==> config.mk <==
export PLATFORM = sky130hd
export DESIGN_NAME = power_device_control_regs
export DESIGN_NICKNAME = d
export VERILOG_FILES = /design/src/pdc_pkg.sv /design/src/pad_sync.sv /design/src/power_device_control_regs.sv
export SDC_FILE = /design/constraint.sdc
export NUM_CORES = 1
export LEC_CHECK = 0
export ABC_AREA = 1
export BUFFER_PORTS_ARGS = -buffer_cell sky130_fd_sc_hd__clkbuf_2
export CAP_MARGIN = 20
export CORE_MARGIN = 8
export CORE_UTILIZATION = 49
export DETAILED_ROUTE_END_ITERATION = 8
export PLACE_DENSITY = 0.79
export SETUP_SLACK_MARGIN = 0.3
export SLEW_MARGIN = 10
export SYNTH_ARGS = -nofsm -noshare
export SYNTH_HDL_FRONTEND = slang
export SYNTH_HIERARCHICAL = 1
export SYNTH_SLANG_ARGS = --single-unit
==> constraint.sdc <==
create_clock -name clk -period 1 [get_ports clk]
set_input_delay 0.1 -clock clk [delete_from_list [all_inputs] [get_ports clk]]
set_output_delay 0.1 -clock clk [all_outputs]
set_load 0.02 [all_outputs]
==> src/pdc_pkg.sv <==
/*
 * Shared constants and carrier types for the power device control register bank.
 * Assumes a single 25 MHz clock domain shared with the serial-port register engine.
 */
`default_nettype none

package pdc_pkg;

	// register offsets
	localparam logic [7:0] ADDR_CONV = 8'h3e;
	localparam logic [7:0] ADDR_DEV  = 8'h3f;

	// converter control field positions
	localparam int CONV_RSVD_BIT  = 7;
	localparam int TRACK_BIT      = 6;
	localparam int SKIP_HI        = 5;
	localparam int SKIP_LO        = 3;
	localparam int PAD_SEL_BIT    = 2;
	localparam int SYNC_HI        = 1;
	localparam int SYNC_LO        = 0;

	// device control field positions
	localparam int OFF_SEQ_BIT    = 7;
	localparam int RTC_PD_BIT     = 6;
	localparam int SLOW_RC_BIT    = 5;
	localparam int SCALE_PORT_BIT = 4;
	localparam int OFF_RST_BIT    = 3;
	localparam int KEEP_ON_BIT    = 2;
	localparam int SLEEP_BIT      = 1;
	localparam int OFF_BIT        = 0;

	// reset values
	localparam logic       TRACK_RST      = 1'h0;
	localparam logic [2:0] SKIP_RST       = 3'h7;
	localparam logic       PAD_SEL_RST    = 1'h0;
	localparam logic [1:0] SYNC_RST       = 2'h1;
	localparam logic       OFF_SEQ_RST    = 1'h0;
	localparam logic       RTC_PD_RST     = 1'h0;
	localparam logic       SLOW_RC_RST    = 1'h0;
	localparam logic       SCALE_PORT_RST = 1'h1;
	localparam logic       OFF_RST_RST    = 1'h0;
	localparam logic       KEEP_ON_RST    = 1'h0;
	localparam logic       SLEEP_RST      = 1'h0;
	localparam logic       OFF_REQ_RST    = 1'h0;

	// converter clock sync codes
	localparam logic [1:0] SYNC_PHASE   = 2'h1;
	localparam logic [1:0] SYNC_INPHASE = 2'h3;

	// request from the serial-port register engine
	typedef struct packed {
		logic       wr;
		logic       rd;
		logic [7:0] addr;
		logic [7:0] data;
	} reg_req_t;

	// converter settings handed to the regulators
	typedef struct packed {
		logic       trackEn;
		logic       coreBuckTwoSkipEn;
		logic       coreBuckOneSkipEn;
		logic       ioBuckSkipEn;
		logic       syncPadSelect;
		logic       convSyncEn;
		logic       convPhaseShift;
	} conv_cfg_t;

	// power-state commands handed to the state machine
	typedef struct packed {
		logic       sequentialOffEn;
		logic       rtcClockGate;
		logic       rtcResetHold;
		logic       slowClockRc;
		logic       scalingPortCtl;
		logic       keepOn;
		logic       sleepAllow;
		logic       coreResetReq;
	} dev_cmd_t;

endpackage : pdc_pkg

`default_nettype wire

==> src/pad_sync.sv <==
/*
 * Two-flop synchroniser for the shared sync pad level.
 * Assumes the pad toggles freely with respect to clk.
 */
`default_nettype none

module pad_sync
(
	// clocking
	input  wire logic clk,
	input  wire logic rst,
	input  wire logic ce,
	// pad side
	input  wire logic padIn,
	output logic      padSync
);

	logic meta;

	// first stage feeds only the second stage
	always_ff @(posedge clk or posedge rst)
	begin
		if (rst)
		begin
			meta    <= 1'h0;
			padSync <= 1'h0;
		end
		else if (ce)
		begin
			meta    <= padIn;
			padSync <= meta;
		end
	end

endmodule : pad_sync

`default_nettype wire

==> src/power_device_control_regs.sv <==
/*
 * Converter control and device control registers of the power unit.
 * Assumes the serial-port engine presents one-cycle register requests on clk,
 * the power state machine flags the off state, and the boot image is stable.
 */
`default_nettype none

module power_device_control_regs
	import pdc_pkg::*;
(
	// clocking and resets
	input  wire logic      clk,
	input  wire logic      rst,
	input  wire logic      rstTurnoff,
	input  wire logic      ce,
	// register port from the serial engine
	input  wire reg_req_t  req,
	output logic [7:0]     rdData,
	output logic           rdValid,
	// boot image and state machine
	input  wire logic [2:0] bootSkip,
	input  wire logic      bootSlowRc,
	input  wire logic      bootKeepOn,
	input  wire logic      offReached,
	// shared sync pad
	input  wire logic      padIn,
	output logic           padGpioIn,
	output logic           padExtClk,
	// control outputs
	output conv_cfg_t      convCfg,
	output dev_cmd_t       devCmd,
	output logic           offPulse,
	output logic           wakePulse
);

	logic       track;
	logic [2:0] skip;
	logic       padSel;
	logic [1:0] syncMode;
	logic       offSeq;
	logic       rtcPd;
	logic       slowRc;
	logic       scalePort;
	logic       offRst;
	logic       keepOn;
	logic       sleepAllow;
	logic       offReq;
	logic       bootPendOff;
	logic       bootPendGen;
	logic       padSync;
	logic       wrConv;
	logic       wrDev;
	logic       offAny;

	assign wrConv = ce && req.wr && (req.addr == ADDR_CONV);
	assign wrDev  = ce && req.wr && (req.addr == ADDR_DEV);
	assign offAny = offReq || offRst;

	// turn-off domain: tracking, skip enables and rtc gate survive general resets
	always_ff @(posedge clk or posedge rstTurnoff)
	begin
		if (rstTurnoff)
		begin
			track       <= TRACK_RST;
			skip        <= SKIP_RST;
			rtcPd       <= RTC_PD_RST;
			bootPendOff <= 1'h1;
		end
		else if (ce)
		begin
			bootPendOff <= 1'h0;
			if (wrConv)
			begin
				track <= req.data[TRACK_BIT];
				skip  <= req.data[SKIP_HI:SKIP_LO];
			end
			else if (bootPendOff)
				skip <= bootSkip;
			if (wrDev)
				rtcPd <= req.data[RTC_PD_BIT];
		end
	end

	// general domain converter bits
	always_ff @(posedge clk or posedge rst)
	begin
		if (rst)
		begin
			padSel   <= PAD_SEL_RST;
			syncMode <= SYNC_RST;
		end
		else if (wrConv)
		begin
			padSel   <= req.data[PAD_SEL_BIT];
			syncMode <= req.data[SYNC_HI:SYNC_LO];
		end
	end

	// device control configuration bits
	always_ff @(posedge clk or posedge rst)
	begin
		if (rst)
		begin
			offSeq      <= OFF_SEQ_RST;
			slowRc      <= SLOW_RC_RST;
			scalePort   <= SCALE_PORT_RST;
			keepOn      <= KEEP_ON_RST;
			bootPendGen <= 1'h1;
		end
		else if (ce)
		begin
			bootPendGen <= 1'h0;
			if (wrDev)
			begin
				offSeq    <= req.data[OFF_SEQ_BIT];
				slowRc    <= req.data[SLOW_RC_BIT];
				scalePort <= req.data[SCALE_PORT_BIT];
				keepOn    <= req.data[KEEP_ON_BIT];
			end
			else if (bootPendGen)
			begin
				slowRc <= bootSlowRc;
				keepOn <= bootKeepOn;
			end
		end
	end

	// power-state commands; a write in the same cycle as offReached wins
	always_ff @(posedge clk or posedge rst)
	begin
		if (rst)
		begin
			offRst     <= OFF_RST_RST;
			sleepAllow <= SLEEP_RST;
			offReq     <= OFF_REQ_RST;
		end
		else if (ce)
		begin
			if (wrDev)
			begin
				offRst     <= req.data[OFF_RST_BIT];
				sleepAllow <= req.data[SLEEP_BIT];
				offReq     <= req.data[OFF_BIT];
			end
			else if (offReached)
			begin
				offRst     <= 1'h0;
				sleepAllow <= 1'h0;
				offReq     <= 1'h0;
			end
		end
	end

	// event pulses; wake only when the write leaves both off bits clear
	always_ff @(posedge clk or posedge rst)
	begin
		if (rst)
		begin
			offPulse  <= 1'h0;
			wakePulse <= 1'h0;
		end
		else if (ce)
		begin
			offPulse  <= wrDev && (req.data[OFF_BIT] || req.data[OFF_RST_BIT]);
			wakePulse <= wrDev && sleepAllow && !req.data[SLEEP_BIT]
				&& !req.data[OFF_BIT] && !req.data[OFF_RST_BIT];
		end
	end

	// registered read data, one cycle after the request
	always_ff @(posedge clk or posedge rst)
	begin
		if (rst)
		begin
			rdData  <= 8'h00;
			rdValid <= 1'h0;
		end
		else if (ce)
		begin
			rdValid <= req.rd;
			if (req.rd && req.addr == ADDR_CONV)
				rdData <= {1'h0, track, skip, padSel, syncMode};
			else if (req.rd && req.addr == ADDR_DEV)
				rdData <= {offSeq, rtcPd, slowRc, scalePort, offRst, keepOn, sleepAllow, offReq};
			else if (req.rd)
				rdData <= 8'h00;  // unmapped reads return zero
		end
	end

	pad_sync u_padSync
	(
		.clk     (clk),
		.rst     (rst),
		.ce      (ce),
		.padIn   (padIn),
		.padSync (padSync)
	);

	// pad mux: the unused branch reads low so nothing sees a stray clock
	assign padGpioIn = padSel ? 1'h0 : padSync;
	assign padExtClk = padSel ? padSync : 1'h0;

	// converter outputs
	assign convCfg.trackEn           = track;
	assign convCfg.coreBuckTwoSkipEn = skip[2];
	assign convCfg.coreBuckOneSkipEn = skip[1];
	assign convCfg.ioBuckSkipEn      = skip[0];
	assign convCfg.syncPadSelect     = padSel;
	assign convCfg.convSyncEn        = syncMode[0];
	assign convCfg.convPhaseShift    = (syncMode == SYNC_PHASE);

	// device commands; off requests mask keep-on and sleep
	assign devCmd.sequentialOffEn = offSeq;
	assign devCmd.rtcClockGate    = rtcPd;
	assign devCmd.rtcResetHold    = rtcPd;
	assign devCmd.slowClockRc     = slowRc;
	assign devCmd.scalingPortCtl  = scalePort;
	assign devCmd.keepOn          = keepOn && !offAny;
	assign devCmd.sleepAllow      = sleepAllow && !offAny;
	assign devCmd.coreResetReq    = offRst;
endmodule : power_device_control_regs

`default_nettype wire

After elaboration in Yosys (flattened, before gate mapping)
Cells that the tools add are included.
Widths: inputs -> output; s select.
{"block": "word_totals", "reg_bits": 30, "latch_bits": 0, "ramBits": 0, "rom_bits": 0, "input_bits": 29, "word_cells": 66, "n_memories": 0}
{"block": "classes", "n_addsub": 0, "n_mul": 0, "div_mod_pow": 0, "magnitude_cmp": 0, "eq_ne": 3, "n_shift": 0, "mux": 15, "n_bitwise": 0, "n_reduce_logical": 28}
{"operator": "$mux 8", "n": 3}
{"operator": "$eq 8x6->1 const B", "n": 2}
{"operator": "$logic_and 1x1->1", "n": 12}
{"operator": "$reduce_and 2->1", "n": 6}
{"operator": "$mux 1", "n": 10}
{"operator": "$mux 3", "n": 2}
{"operator": "$reduce_bool 2->1", "n": 3}
{"operator": "$logic_not 1->1", "n": 4}
{"operator": "$reduce_bool 3->1", "n": 1}
{"operator": "$eq 2x1->1 const B", "n": 1}
{"operator": "$logic_or 1x1->1", "n": 2}

Logic depth before layout (Yosys ltp)
{"block": "logic_depth", "depth_word": 6, "depth_mapped": 8}

Cells and area by module
Netlist, hierarchy kept.
{"module": "power_device_control_regs", "n_inst": 1, "cells_each": 183, "area_per_inst_um2": 1534.0, "seq_area_each_um2": 709.4}
{"module": "pad_sync", "n_inst": 1, "cells_each": 10, "area_per_inst_um2": 80.1, "seq_area_each_um2": 50.0}

Worst setup path before layout
Ideal clock, no wire load.
{"block": "synth_path", "path_kind": "reg-to-output", "startpoint": "register offReq", "endpoint": "output port devCmd[2] in the netlist's numbering", "t_arrival_ns": 0.930, "required_time_ns": 0.900, "setup_slack_ns": -0.030, "path_stages_with_launch": 2, "path_buffers": 0, "cell_sequence": "dfrtp_1 > nor3b_1"}
{"element": "start: declaration", "line_no": "power_device_control_regs.sv:47", "source": "logic offReq;"}
{"element": "start signal: assignment", "line_no": "power_device_control_regs.sv:143", "source": "offReq <= req.data[OFF_BIT];"}
{"element": "end: declaration", "line_no": "power_device_control_regs.sv:31", "source": "output dev_cmd_t devCmd,"}

==> metrics.yaml <==
clk-insertion-delay-late_ps: 350
total_leakage_power_nw: 1.55
grt_pass1_vias: 1790
gr-usage-all-layers: 0.218
dp_cells: 290
postSynthCellCount: 193
min_path_type: "input pin to flop"
syn-cell-area_um2: 1610
path_delay_family: "flip-flops"
p_int_mw: 1.91
finClkSkew_ps: 15.0
grt_max_degree: 23
synth_area_leaders: "dfrtp_1, nand2_1, dfstp_2"
ant_nets: 0
ys_ff_latch: 30
fin_crit_sh: 1.26
regMostFlops: "rdData"
crit_chain: "nor3b_2, buf_4"
routed-via-count: 1907
cts_sinks: 30
gp_congestion: 0.814
end_kind: "output port"
cts_max_path_buffers: 2
first_pass_iters: 5
max_freq_ghz: 0.791
drive_above_1_share: 0.611
hold_viol_final: 1
ys_types: 21
drt_wl_total_um: 7090
r2r.worst_path.cells: 6
status: "finished, violations left"
final_cells: 342
die_area_um2: 5390
max_slew_margin: 0.799
routedWlPerCell_um: 20.7
largest_reg_flops: 8
cp.arrival_ps: 1160
drv_slew: 0
yosysWarnings: 6
powerDensity_nw_per_um2: 951
switching_share: 0.306
worst-path-max-fanout: 4
boundaryPins: 57
placementRows: 21
rsz0062_at_grt: "yes"
numCtsBuffers: 5
drtIter0Drc: 179
cap_violations: 0
power.switching_mw: 0.842
final_common_cell: "nand2_1"
crit_path_start_kind: "flop"
clock_power_share: 0.289
synth_seq_area_share: 0.471
path_depth: 2
dp_hpwl_um: 3100
syn_to_final_growth_pct: 79.1
grt_first_pass_wirelength_um: 8920
max_slew.worst_pin.slew_ps: 301
setup-violations-final: 30
crit_path_top_delay_cell: "dfrtp_2"
port_buffers: 56
path_clk_slew_ps: 110
path_class: "flop to output port"
final_cell_mix: "nand2_1, buf_6, clkbuf_2, buf_4, dfrtp_1"
violations: "hold timing, setup timing"
power_frac_seq: 0.478
drc: 0
antenna_found_initial: 0
hold_depth: 3
synth_area_per_cell_um2: 8.36
fin_ws_ps: -265
syn_nets: 222
htreeDepth: 2
chipHeight_um: 73.4
fin_nets: 324
antenna_cells: 0
required_ps: 900
cts_tree: "built"
die_w_um: 73.4
clockRootBuffer: "clkbuf_4"
peakVddDrop_mv: 0.945
synth_top_area_share: 0.357
p_comb_frac: 0.232
holdWs_ps: -8.75
setup_tns_ps: -3080
fin_crit_ps: 1260
start_util: 0.495
fillCellCount: 134
critical_path_buf_inv_count: 1
via_per_inst: 5.58
reg.largest.list: "rdData x8, skip x3, syncMode x2"
overflow: 0
core_um2: 3260
synth.largest_area_cell: "dfrtp_1"
cpPeakStageDelay_ps: 460
-- power by group through the flow --
stage | Sequential (mW) | Clock, mW | Combinational (mW)
4_1_cts | 1.30 | 0.752 | 0.523
6_report | 1.32 | 0.796 | 0.639
2_1_floorplan | 1.34 | 0 | 0.225
3_5_place_dp | 1.33 | 0 | 0.379
3_3_place_gp | 1.33 | 0 | 0.374
5_1_grt | 1.32 | 0.851 | 0.670
-- metal layers --
metal	wire [um]	GRT usage	vias up
met5	0	0	-
met4	372	0.120	0
met3	613	0.0532	35
met2	3490	0.375	135
met1	2610	0.240	916
li1	-	-	821
-- final cells by class --
class | instances | area, um^2 | share of cell area
Inverter | 23 | 120 | 0.0415
Clock inverter | 1 | 5.00 | 0.00173
Tap cell | 46 | 57.6 | 0.0199
Clock buffer | 7 | 55.1 | 0.0190
Timing Repair Buffer | 108 | 1010 | 0.349
Multi-Input combinational cell | 127 | 882 | 0.305
Sequential cell | 30 | 763 | 0.264
-- worst reg2reg max path: stages, from the launching register on --
cell	delay, ps
dfstp_2	570
buf_6	110
buf_6	90
nand4_1	100
nand2_1	100
nand2_1	60
nand2_1	100
-- cells in the mapped netlist --
library cell and number:
nor2_1 5, dfrtp_1 23, o21ai_1 2, clkbuf_1 1, dfstp_2 7, buf_2 1, nor2_8 3, inv_2 2
buf_6 3, inv_1 21, nand3_4 2, nand2_4 1, buf_4 10, nand2_1 70, nand3_1 19, nor3b_1 1
nand4_1 14, o31ai_2 1, o21ai_0 2, nor3_1 1, o21ai_2 4
-- cell families (layout without fill, tap and decap cells) --
| family | after synthesis | in the layout | synth area share |
|---|---|---|---|
| DFF | 30 | 30 | 0.471 |
| AOI/OAI and AO/OA | 9 | 9 | 0.0419 |
| buffers and inverters | 38 | 139 | 0.126 |
| and+or+nand+nor | 116 | 118 | 0.361 |
-- final timing paths --
path | startpoint | to | slack [ps]
setup / recovery | offRst$_DFFE_PP0P_ | devCmd[2] | -260
hold / removal | req[5] | skip[2]$_DFFE_PP1P_ | -9
setup reg to reg | syncMode[0]$_DFFE_PP1P_ | rdData[0]$_DFFE_PP0P_ | -170
hold reg to reg | bootPendOff$_DFFE_PP1P_ | bootPendOff$_DFFE_PP1P_ | 460
max in group asynchronous | rst | bootPendGen$_DFFE_PP1P_ | 370
min in group asynchronous | rst | u_padSync/padSync$_DFFE_PP0P_ | 150
-- stage by stage --
step           worst slack, ps  hold slack, ps  power (mW)   util  instance area (um^2)
2_1_floorplan              124            -159        1.56      -                  1760
3_3_place_gp             -91.1           -50.9        1.70  0.625                  2040
3_5_place_dp              -124           -48.0        1.71  0.625                  2040
4_1_cts                   -267            1.45        2.58  0.797                  2600
5_1_grt                   -300           -3.27        2.84  0.887                  2890
6_report                  -265           -8.75        2.75  0.887                  2890
-- repair_timing --
item	in CTS	in global routing
cloned	1	1
hold buffers	7	1
pin swaps	22	22
endpoints found under the setup margin	52	57
hold endpoints to repair	32	1
resized for setup	70	59
setup buffers	19	15
Power figures use the tool's default switching activity.
